## src/core/pcb_pkg.sv

```systemverilog
package pcb_pkg;
	localparam int PC_W = 12;
	localparam int BANK_W = 2;
	localparam int BPTR_W = 4;
	localparam int FETCH_W = PC_W + BANK_W;
	localparam int ROM_DATA_W = 8;
	localparam int PAGE_LOW_W = 8;
	localparam logic [11:0] RESET_VEC = 12'h000;
	localparam logic [11:0] TIMER_VEC = 12'h004;
	localparam logic [11:0] RTC_VEC = 12'h008;
	localparam logic [3:0] LAST_PAGE = 4'hF;
	localparam logic [3:0] BPTR_RESET = 4'h0;
	localparam int BANK_LSB = 0;
	localparam int COND_KEEP_BIT = 11;

	typedef enum logic [3:0] {
		PCB_OP_NONE = 4'h0,
		PCB_OP_STEP1 = 4'h1,
		PCB_OP_STEP2 = 4'h2,
		PCB_OP_JUMP = 4'h3,
		PCB_OP_CALL = 4'h4,
		PCB_OP_COND = 4'h5,
		PCB_OP_RET = 4'h6,
		PCB_OP_RETI = 4'h7,
		PCB_OP_TBL_R4 = 4'h8,
		PCB_OP_TBL_MEM = 4'h9,
		PCB_OP_LTBL_R4 = 4'hA,
		PCB_OP_LTBL_MEM = 4'hB,
		PCB_OP_SET_BANK = 4'hC
	} pcb_op_t;

	typedef struct packed {
		pcb_op_t op;
		logic taken;
		logic [11:0] target;
		logic [7:0] low_addr;
		logic [3:0] acc;
	} pcb_cmd_t;

	typedef struct packed {
		logic valid;
		logic with_carry;
		logic [11:0] pc;
		logic carry;
	} pcb_push_t;

	typedef enum logic [1:0] {
		PCB_ST_FETCH = 2'b00,
		PCB_ST_TABLE = 2'b01
	} pcb_state_t;
endpackage

```

## src/core/pcb_core.sv

```systemverilog
// Functional notes
// - Twelve-bit instruction pointer within current bank
// - Pointer advances one or two per instruction
// - Reset fetches address zero of bank zero
// - Timer interrupt loads 004H, current bank
// - RTC interrupt loads 008H, current bank
// - Jump or call loads all twelve bits
// - Taken conditional branch keeps pointer bit eleven
// - Return reloads pointer from saved stack bits
// - Bank bits drive top two fetch bits
// - Bank pointer written only by its instruction
// - Bank pointer bits two, three unused
// - Bank select bits clear at reset
// - Eight-bit words, 4096 per bank
// - Table read: pointer page plus register low
// - Table byte goes to reg four or memory
// - Tables in current page or last page
// - Table page uses already incremented pointer
// - Interrupt saves pointer and carry; call pointer
`timescale 1ns/100ps
module pcb_core
	import pcb_pkg::*;
(
	// Clock and reset
	input wire logic clock,
	input wire logic rstn,
	// Decoder command
	input wire pcb_cmd_t cmd,
	input wire logic cmd_valid,
	input wire logic timer_irq,
	input wire logic rtc_irq,
	input wire logic carry_in,
	// Stack restore
	input wire logic [11:0] stack_pc,
	// Program ROM
	output logic [FETCH_W-1:0] fetch_addr,
	output logic fetch_is_table,
	input wire logic [ROM_DATA_W-1:0] rom_data,
	// Table result
	output logic tbl_valid,
	output logic tbl_to_mem,
	output logic [ROM_DATA_W-1:0] tbl_data,
	// Stack push and status
	output pcb_push_t push,
	output logic [PC_W-1:0] pc_out,
	output logic [BANK_W-1:0] bank_out
);
	logic [PC_W-1:0] pc_r;
	logic [PC_W-1:0] pc_nxt;
	logic [BPTR_W-1:0] bptr_r;
	logic [FETCH_W-1:0] fetch_addr_r;
	logic [FETCH_W-1:0] fetch_addr_nxt;
	logic fetch_is_table_r;
	logic tbl_pend_r;
	logic tbl_mem_r;
	logic tbl_valid_r;
	logic tbl_to_mem_r;
	logic [ROM_DATA_W-1:0] tbl_data_r;
	pcb_push_t push_r;
	pcb_state_t state_r;
	pcb_state_t state_nxt;

	function automatic logic is_table(input pcb_op_t op);
		is_table = (op == PCB_OP_TBL_R4) || (op == PCB_OP_TBL_MEM) ||
			(op == PCB_OP_LTBL_R4) || (op == PCB_OP_LTBL_MEM);
	endfunction

	function automatic logic is_last_page(input pcb_op_t op);
		is_last_page = (op == PCB_OP_LTBL_R4) || (op == PCB_OP_LTBL_MEM);
	endfunction

	// Bank bits come only from the low two pointer bits
	wire logic [BANK_W-1:0] bank = bptr_r[BANK_LSB +: BANK_W];
	wire logic [PC_W-1:0] pc_inc1 = pc_r + 12'h001;
	wire logic [PC_W-1:0] pc_inc2 = pc_r + 12'h002;
	wire logic do_irq = cmd_valid && (rtc_irq || timer_irq);
	wire logic bank_wr = (state_r == PCB_ST_FETCH) && cmd_valid && !do_irq && (cmd.op == PCB_OP_SET_BANK);
	// The fetch after a bank switch must already use the new bank
	wire logic [BANK_W-1:0] bank_nxt = bank_wr ? cmd.acc[BANK_LSB +: BANK_W] : bank;

	// Interrupts outrank the command in the same cycle; RTC wins over timer
	always_comb begin
		pc_nxt = pc_r;
		if (do_irq) begin
			pc_nxt = rtc_irq ? RTC_VEC : TIMER_VEC;
		end else if (cmd_valid) begin
			case (cmd.op)
				PCB_OP_STEP1: pc_nxt = pc_inc1;
				PCB_OP_STEP2: pc_nxt = pc_inc2;
				PCB_OP_JUMP, PCB_OP_CALL: pc_nxt = cmd.target;
				PCB_OP_COND: begin
					if (cmd.taken) begin
						pc_nxt = {pc_r[COND_KEEP_BIT], cmd.target[COND_KEEP_BIT-1:0]};
					end else begin
						pc_nxt = pc_inc2;
					end
				end
				PCB_OP_RET, PCB_OP_RETI: pc_nxt = stack_pc;
				PCB_OP_TBL_R4, PCB_OP_TBL_MEM, PCB_OP_LTBL_R4, PCB_OP_LTBL_MEM: pc_nxt = pc_inc1;
				PCB_OP_SET_BANK: pc_nxt = pc_inc1;
				default: pc_nxt = pc_r;
			endcase
		end
	end

	always_comb begin
		state_nxt = PCB_ST_FETCH;
		fetch_addr_nxt = {bank_nxt, pc_nxt};
		case (state_r)
			PCB_ST_FETCH: begin
				if (cmd_valid && !do_irq && is_table(cmd.op)) begin
					state_nxt = PCB_ST_TABLE;
					// Page taken from the incremented pointer, so a read at a page end looks ahead
					if (is_last_page(cmd.op)) begin
						fetch_addr_nxt = {bank, LAST_PAGE, cmd.low_addr};
					end else begin
						fetch_addr_nxt = {bank, pc_nxt[PC_W-1:PAGE_LOW_W], cmd.low_addr};
					end
				end
			end
			PCB_ST_TABLE: state_nxt = PCB_ST_FETCH;
			default: state_nxt = PCB_ST_FETCH;
		endcase
	end

	always_ff @(posedge clock or negedge rstn) begin
		if (!rstn) begin
			pc_r <= RESET_VEC;
		end else if (state_r == PCB_ST_FETCH) begin
			pc_r <= pc_nxt;
		end
	end

	always_ff @(posedge clock or negedge rstn) begin
		if (!rstn) begin
			bptr_r <= BPTR_RESET;
		end else if (bank_wr) begin
			bptr_r <= cmd.acc;
		end
	end

	always_ff @(posedge clock or negedge rstn) begin
		if (!rstn) begin
			state_r <= PCB_ST_FETCH;
			fetch_addr_r <= {BANK_W'(0), RESET_VEC};
			fetch_is_table_r <= 1'b0;
			tbl_pend_r <= 1'b0;
			tbl_mem_r <= 1'b0;
		end else begin
			state_r <= state_nxt;
			// Table cycle stalls the pointer, so the ROM port serves the table address once
			if (state_r == PCB_ST_FETCH) begin
				fetch_addr_r <= fetch_addr_nxt;
				fetch_is_table_r <= (state_nxt == PCB_ST_TABLE);
				tbl_pend_r <= (state_nxt == PCB_ST_TABLE);
				tbl_mem_r <= (cmd.op == PCB_OP_TBL_MEM) || (cmd.op == PCB_OP_LTBL_MEM);
			end else begin
				fetch_addr_r <= {bank, pc_r};
				fetch_is_table_r <= 1'b0;
				tbl_pend_r <= 1'b0;
			end
		end
	end

	always_ff @(posedge clock or negedge rstn) begin
		if (!rstn) begin
			tbl_valid_r <= 1'b0;
			tbl_to_mem_r <= 1'b0;
			tbl_data_r <= 8'h00;
		end else begin
			tbl_valid_r <= tbl_pend_r;
			if (tbl_pend_r) begin
				tbl_data_r <= rom_data;
				tbl_to_mem_r <= tbl_mem_r;
			end
		end
	end

	always_ff @(posedge clock or negedge rstn) begin
		if (!rstn) begin
			push_r <= '0;
		end else begin
			push_r.valid <= (state_r == PCB_ST_FETCH) && (do_irq || (cmd_valid && cmd.op == PCB_OP_CALL));
			push_r.with_carry <= do_irq;
			push_r.carry <= do_irq ? carry_in : 1'b0;
			// Interrupt resumes at the instruction it preempted
			push_r.pc <= do_irq ? pc_r : pc_inc2;
		end
	end

	assign fetch_addr = fetch_addr_r;
	assign fetch_is_table = fetch_is_table_r;
	assign tbl_valid = tbl_valid_r;
	assign tbl_to_mem = tbl_to_mem_r;
	assign tbl_data = tbl_data_r;
	assign push = push_r;
	assign pc_out = pc_r;
	assign bank_out = bptr_r[BANK_LSB +: BANK_W];
endmodule

```

## config.mk

```make
export PLATFORM = sky130hd
export DESIGN_NAME = pcb_core
export DESIGN_NICKNAME = d
export VERILOG_FILES = /design/src/core/pcb_pkg.sv /design/src/core/pcb_core.sv
export SDC_FILE = /design/constraint.sdc
export NUM_CORES = 1
export LEC_CHECK = 0
export BUFFER_PORTS_ARGS = -buffer_cell sky130_fd_sc_hd__clkbuf_2
export CELL_PAD_IN_SITES_DETAIL_PLACEMENT = 2
export CELL_PAD_IN_SITES_GLOBAL_PLACEMENT = 2
export CORE_ASPECT_RATIO = 0.6
export CORE_MARGIN = 2
export CORE_UTILIZATION = 27
export CTS_CLUSTER_DIAMETER = 40
export DETAILED_ROUTE_END_ITERATION = 7
export GPL_TIMING_DRIVEN = 0
export PLACE_DENSITY = 0.73
export SLEW_MARGIN = 20
export SYNTH_ARGS = -nofsm -noshare
export SYNTH_HDL_FRONTEND = slang
export SYNTH_SLANG_ARGS = --single-unit
```

## constraint.sdc

```tcl
create_clock -name clock -period 1.9 [get_ports clock]
set_clock_uncertainty 0.1 [all_clocks]
set_input_delay 0.095 -clock clock [delete_from_list [all_inputs] [get_ports clock]]
set_output_delay 0.095 -clock clock [all_outputs]
set_load 0.02 [all_outputs]
```

==> flow_summary.ini, run 1 <==
[global_routing]
grt_pass1_wl_um = 21800
overall_routing_resource_usage = 0.212
grt_antenna_before_repair = 0
grt.met2_usage = 0.312
globalRouteMet3Util = 0.0360
grt.met1_usage = 0.331
grt_pass1_vias = 3663
gr-max-usage-layer = met1
grt_start_max_net_pins = 34
globalRoute.totalOverflow = 0

[sta]
setup_repair_after_global_routing_missed_its_margin = true
worst_pin_slew_ns = 0.688
slew_headroom = 0.540
worst_hold_slack_ns = 0.0496
final_period_minus_worst_setup_slack_ns = 1.87
timing.setup.tns_ns = 0
slew_viol_final = 0
hold_violations = 0
setup_viol = 0
clock.fmax_mhz = 535
timing.final.crit_share = 0.984

[pwr]
ratio_of_total_power_to_cell_area_mw_per_mm2 = 759
power.clock.fraction = 0.277
p_int_uw = 2280
totalPowerFinal_uw = 3570
comb_power_share = 0.327
power_share_of_the_sequential_group = 0.396
sw_frac_of_total = 0.361
irDropWorstVdd_mv = 0.322
power_leakage_uw = 0.00218
switch_pwr_uw = 1290

[synth]
synth-main-ff-cell = dfrtp_1
xor_xnor_fraction_of_synth_area = 0.0422
synth.ff_latch_count = 55
muxShareOfSynthArea = 0.0407
post_synth_instance_area_mm2 = 0.00332
synth-edff-count = 0
main_combinational_cell_family_by_area_after_synthesis = compound AO/OA/AOI/OAI gates
yosys.area_share.simple = 0.179
ys_warn_count = 0
synthCells = 345
syn_avg_cell_area_um2 = 9.62
postSynth.asyncResetShare = 1.00
synth.distinct_cells = 75
synth_compound_area_frac = 0.261
post_synth_fa_ha_maj_area_fraction = 0.00754
synth_nets = 402
synth_sequential_area_ratio = 0.415

[detailed_routing]
drt-wirelength-per-cell_um = 21.0
post_route_drc = 0
drt_first_iter_violations = 202
drt-pass1-iter-count = 4
wl_um = 13800
drtAntennaViolNets = 0
route.detailed.vias_per_inst = 5.31
vias = 3485

[setup_path]
slowest_delay_ns = 0.46
worst_path_most_repeated_cell = and2_4
critical_path_required_time_ns = 1.97
worstPathCellList = buf_4 -> ha_4 -> and2_4 -> and2_4 -> or2_4 -> a31oi_4 -> o311ai_2
cp_data_arrival_time_ns = 1.94
critical_path_class = flip-flop to flip-flop
critical_path.endpoint_type = flip-flop
timing.critical_path.fanout_max = 4
critPathLaunchType = flip-flop
slowest_stage = dfrtp_2
reg2reg_setup_slack_ns = 0.03

[layout]
antennaDiodeCount = 0
multi_input_area_mm2 = 0.00188
finalNetCount = 547
layout.core_utilization = 0.392
filler_cell_count = 1358
final_cell_mix = clkbuf_2, dfrtp_1, nand2_1
mostFrequentLayoutCell = clkbuf_2
layout-drive-gt1-share = 0.434
synthToLayoutAreaGrowth_pct = 41.9
layout.area.seq_mm2 = 0.00138

[clock_network]
tritoncts = yes
clk_slew_on_worst_s_h_paths_ns = 0.08
cts_sinks = 55
worst_skew_pair.late_latency_ns = 0.31
clk_root_buffer_cell = clkbuf_16
clk_path_buf_depth = 2
cts_inserted_buffers = 5
ctsHtreeMaxLevel = 2

[floorplanning]
floorplan.io_pins = 109
initial_core_util = 0.276
die_y_um = 89.9
placementRows = 31
chipWidth_um = 147
floorplan.core_area_mm2 = 0.0120
fp.dieArea_mm2 = 0.0132

[flow_run]
max_cap_viol_count = 0

[place]
globalplace.congestion = 0.844
place_hpwl_um = 10100
placement.io_buffers = 103

[hold_path]
worstHoldPathType = input port to flip-flop

[run_status]
status = finished, final reports clean
==> path summary, 6_finish.rpt <==
path	start	to	cells after the start
max	pc_out[1]$_DFFE_PN0N_	fetch_addr[6]$_DFF_PN0_	7
min	cmd[16]	fetch_addr[4]$_DFF_PN0_	3
max reg2reg	pc_out[1]$_DFFE_PN0N_	fetch_addr[6]$_DFF_PN0_	7
min reg2reg	tbl_pend_r$_DFF_PN0_	tbl_valid$_DFF_PN0_	0
max in group asynchronous	rstn	pc_out[10]$_DFFE_PN0N_	3
min in group asynchronous	rstn	push[13]$_DFF_PN0_	2
==> final cells by class <==
cell class | instances | area share
plain buffers | 24 | 0.0409
multi-input cells | 254 | 0.399
repair buffers | 142 | 0.185
well taps | 165 | 0.0438
clock inverters | 3 | 0.00505
inverters | 8 | 0.00638
flip-flops and latches | 55 | 0.294
clock buffers | 5 | 0.0266
==> metrics by stage <==
stage | instance area, µm² | worst slack [ns] | instances
5_1_grt | 4710 | -0.0423 | 656
6_report | 4710 | 0.0304 | 656
2_1_floorplan | 3330 | -0.00458 | 345
4_1_cts | 4600 | -0.00554 | 650
3_5_place_dp | 4070 | -0.525 | 614
3_3_place_gp | 4050 | -0.457 | 613
==> routing by layer <==
layer | vias up | share of wire
li1 | 1567 | -
met2 | 136 | 0.43
met3 | 9 | 0.067
met1 | 1773 | 0.50
met4 | 0 | 0.0054
met5 | - | 0
==> power groups by stage <==
stage | combinational [µW] | clock (µW) | sequential [µW]
2_1_floorplan | 434 | 0 | 1600
3_3_place_gp | 996 | 0 | 1420
3_5_place_dp | 1020 | 0 | 1430
4_1_cts | 1130 | 1020 | 1410
5_1_grt | 1270 | 1060 | 1430
6_report | 1170 | 990 | 1420
==> flip-flops by register name, indices dropped and copies added (netlist names) <==
name        count
pc_out         12
tbl_pend_r      1
tbl_to_mem      1
tbl_data        8
fetch_addr     14
tbl_mem_r       1
push           15
bptr_r          2
tbl_valid       1
==> cell families (layout without fill, tap and decap cells) <==
logic type | after synthesis | after routing
mux | 12 | 12
buf+inv | 36 | 182
fa+ha+maj | 2 | 2
simple gates | 111 | 111
xor+xnor | 16 | 16
flops | 55 | 55
compound gates | 113 | 113
==> Yosys cell counts (2+ instances only) <==
master,n,area (µm²)
xor2_1,5,43.8
or3b_1,2,17.5
nor2_1,25,93.8
a221o_1,2,20.0
buf_6,4,45.0
o21bai_1,2,15.0
xnor2_1,11,96.3
buf_2,7,35.0
ha_1,2,25.0
mux2_2,12,135
nand4_1,10,62.6
o21ai_1,10,50.1
or2_2,4,25.0
o21a_1,2,15.0
nand3_1,10,50.1
a21o_1,5,37.5
dfrtp_1,55,1380
a31oi_1,6,37.5
nand2b_1,5,31.3
nor3_1,6,30.0
a21oi_1,16,80.1
clkbuf_1,13,48.8
nor2b_1,2,12.5
and2_1,5,31.3
buf_4,2,15.0
a32oi_1,4,35.0
a21oi_2,2,17.5
and3_1,4,25.0
a222oi_1,2,20.0
a311oi_1,3,26.3
a22oi_1,4,30.0
a32o_1,2,20.0
o31ai_1,5,37.5
o21ai_0,16,80.1
buf_1,2,7.51
inv_1,6,22.5
or2_1,2,12.5
o211ai_1,4,30.0
a22o_1,5,43.8
nand2_1,26,97.6
==> critical path, delay by kind of cell (launching register included) <==
family / cells / cell delay, ns
AO/OA/AOI/OAI: 2 / 0.32
flip-flops: 1 / 0.46
adder cells (fa/ha/maj): 1 / 0.16
AND/OR/NAND/NOR: 3 / 0.54
buffers and inverters: 1 / 0.16
==> repair_timing <==
action | in CTS | in global routing
buffers inserted | 13 | 6
resized for setup | 31 | 25
setup endpoints to repair | 39 | 16
pin swaps | 5 | 9
hold buffers | 19 | 0
gates cloned | 0 | 0
hold endpoints to repair | 75 | 0
(Power assumes the default switching activity.)
==> run 2: changes to the inputs <==
PLACE_DENSITY = 0.83   (was 0.73)
==> run 2 against run 1 <==
  * The run now ends with negative setup slack left
  * Non-clock buffer count down 6
  * Global-route usage up 0.78 points
  * Register-to-register slack worse by 0.04 ns
  * Maximum frequency down 1.9%
  * Cell area down 0.13%
  * Worst hold slack worse by 0.047 ns
  * Sequential cell count unchanged
  * Count of clock-buffer cells in the layout unchanged
  * Largest power group unchanged
==> flow_summary.ini, run 2 (same netlist as run 1, synthesis figures left out) <==
[global_routing]
grt_start_max_net_pins = 56
globalRoute.totalOverflow = 0
grt_pass1_wl_um = 22300
grt_antenna_before_repair = 0
overall_routing_resource_usage = 0.219
grt_pass1_vias = 3697

[setup_path]
timing.critical_path.fanout_max = 4
critical_path_class = flip-flop to flip-flop
crit-reg2reg-launch = pc_out[1]$_DFFE_PN0N_
critical_path.reg2reg.endpoint = fetch_addr[6]$_DFF_PN0_
critical_path.endpoint_type = flip-flop
timing.reg2reg.worst_path_depth = 6
critPathLaunchType = flip-flop
reg2reg_setup_slack_ns = -0.005
critical_path_required_time_ns = 1.97
cp_data_arrival_time_ns = 1.98

[clock_network]
worst_skew_pair.late_latency_ns = 0.30
clk_path_buf_depth = 2
ctsHtreeMaxLevel = 2
cts_inserted_buffers = 5
tritoncts = yes
clk_slew_on_worst_s_h_paths_ns = 0.08
clk_root_buffer_cell = clkbuf_16
cts_sinks = 55

[hold_path]
worstHoldPathType = input port to flip-flop
hold_end = fetch_addr[4]$_DFF_PN0_
worst_hold_startpoint = cmd[8]
worst_hold_path.num_cells = 3

[place]
place_hpwl_um = 10500
globalplace.congestion = 0.851
numPlacedInstances = 613
placedInstanceArea_mm2 = 0.00405
placement.io_buffers = 103

[pwr]
ratio_of_total_power_to_cell_area_mw_per_mm2 = 758
power_share_of_the_sequential_group = 0.399
irDropWorstVdd_mv = 0.315
switch_pwr_uw = 1290
totalPowerFinal_uw = 3560
sw_frac_of_total = 0.362
power.clock.fraction = 0.271
comb_power_share = 0.330
p_int_uw = 2270
power_leakage_uw = 0.00216

[run_status]
status = finished with violations
violations = negative setup slack

[sta]
timing.final.crit_share = 1.00
worst_pin_slew_ns = 0.799
setup_slack_ns = -0.00511
final_period_minus_worst_setup_slack_ns = 1.91
setup_repair_after_global_routing_missed_its_margin = true
slew_viol_final = 0
slew_headroom = 0.467
hold_violations = 0
setup_viol = 1
worst_hold_slack_ns = 0.00293
clock.fmax_mhz = 525

[floorplanning]
floorplan.io_pins = 109
placementRows = 31
die_y_um = 89.9
initial_core_util = 0.276
fp.dieArea_mm2 = 0.0132
floorplan.core_area_mm2 = 0.0120
chipWidth_um = 147

[layout]
final_cell_area_mm2 = 0.00470
antennaDiodeCount = 0
largest_register_ffs = 15
mostFrequentLayoutCell = clkbuf_2
finalNetCount = 541
synthToLayoutAreaGrowth_pct = 41.7
final_cell_mix = clkbuf_2, dfrtp_1, nand2_1
layout.core_utilization = 0.391
layoutNonFillerInstCount = 650
layout-drive-gt1-share = 0.454

[detailed_routing]
drt-wirelength-per-cell_um = 22.2
post_route_drc = 0
drt_first_iter_violations = 240
route.detailed.vias_per_inst = 5.26
wl_um = 14400
drtAntennaViolNets = 0
drt-pass1-iter-count = 4
vias = 3418

[flow_run]
max_cap_viol_count = 0
-- run 2: repair_timing --
| action | in CTS | in global routing |
|---|---|---|
| setup endpoints to repair | 37 | 22 |
| hold endpoints to repair | 73 | 0 |
| pin swaps | 5 | 7 |
| resized for setup | 36 | 30 |
| setup buffers | 11 | 5 |
| hold buffers | 17 | 0 |
-- run 2: worst max path at each step --
stage / from / end / slack [ns] / depth (start not counted)
after detailed placement: tbl_pend_r$_DFF_PN0_ / fetch_addr[6]$_DFF_PN0_ / -0.52 / 5
after floorplan: pc_out[4]$_DFFE_PN0N_ / fetch_addr[6]$_DFF_PN0_ / -0.005 / 8
final: pc_out[1]$_DFFE_PN0N_ / fetch_addr[6]$_DFF_PN0_ / -0.005 / 6
after global placement: tbl_pend_r$_DFF_PN0_ / fetch_addr[2]$_DFF_PN0_ / -0.43 / 5
after global routing: cmd[28] / fetch_addr[3]$_DFF_PN0_ / -0.08 / 10
after CTS: pc_out[1]$_DFFE_PN0N_ / fetch_addr[6]$_DFF_PN0_ / 0.003 / 7
-- run 2: power groups by stage --
stage          clock network (µW)  registers (µW)  logic (µW)
6_report                      966            1420        1170
5_1_grt                      1030            1440        1270
4_1_cts                       981            1420        1120
2_1_floorplan                   0            1600         434
3_3_place_gp                    0            1420        1000
3_5_place_dp                    0            1430        1030
-- run 2: through the flow --
| step | setup WS [ns] | TNS (ns) |
|---|---|---|
| 6_report | -0.00511 | -0.00511 |
| 5_1_grt | -0.0763 | -0.269 |
| 4_1_cts | 0.00342 | 0 |
| 3_5_place_dp | -0.516 | -9.21 |
| 3_3_place_gp | -0.435 | -7.27 |
| 2_1_floorplan | -0.00458 | -0.00458 |
-- run 2: critical path, cell delays in order (launching register included) --
cell      delay, ns
dfrtp_2        0.47
ha_2           0.22
and2_4         0.18
and2_1         0.17
or2_2          0.30
a31oi_4        0.23
o311ai_2       0.10
-- run 2: layer usage --
metal / global-route usage / wire length, µm / up-vias
met1: 0.329 / 6940 / 1721
met2: 0.340 / 6480 / 135
met3: 0.0396 / 928 / 7
met5: 0 / 0 / -
met4: 0.0240 / 61 / 0
li1: - / - / 1555
-- run 2: final cells by class --
cell class | instances | area (µm²)
inverter | 8 | 30.0
clock buffer | 5 | 125
tap | 165 | 206
multi-input combinational | 254 | 1910
clock inverter | 3 | 23.8
fill | 1354 | 7320
buffer | 24 | 191
sequential | 55 | 1380
timing repair buffer | 136 | 837
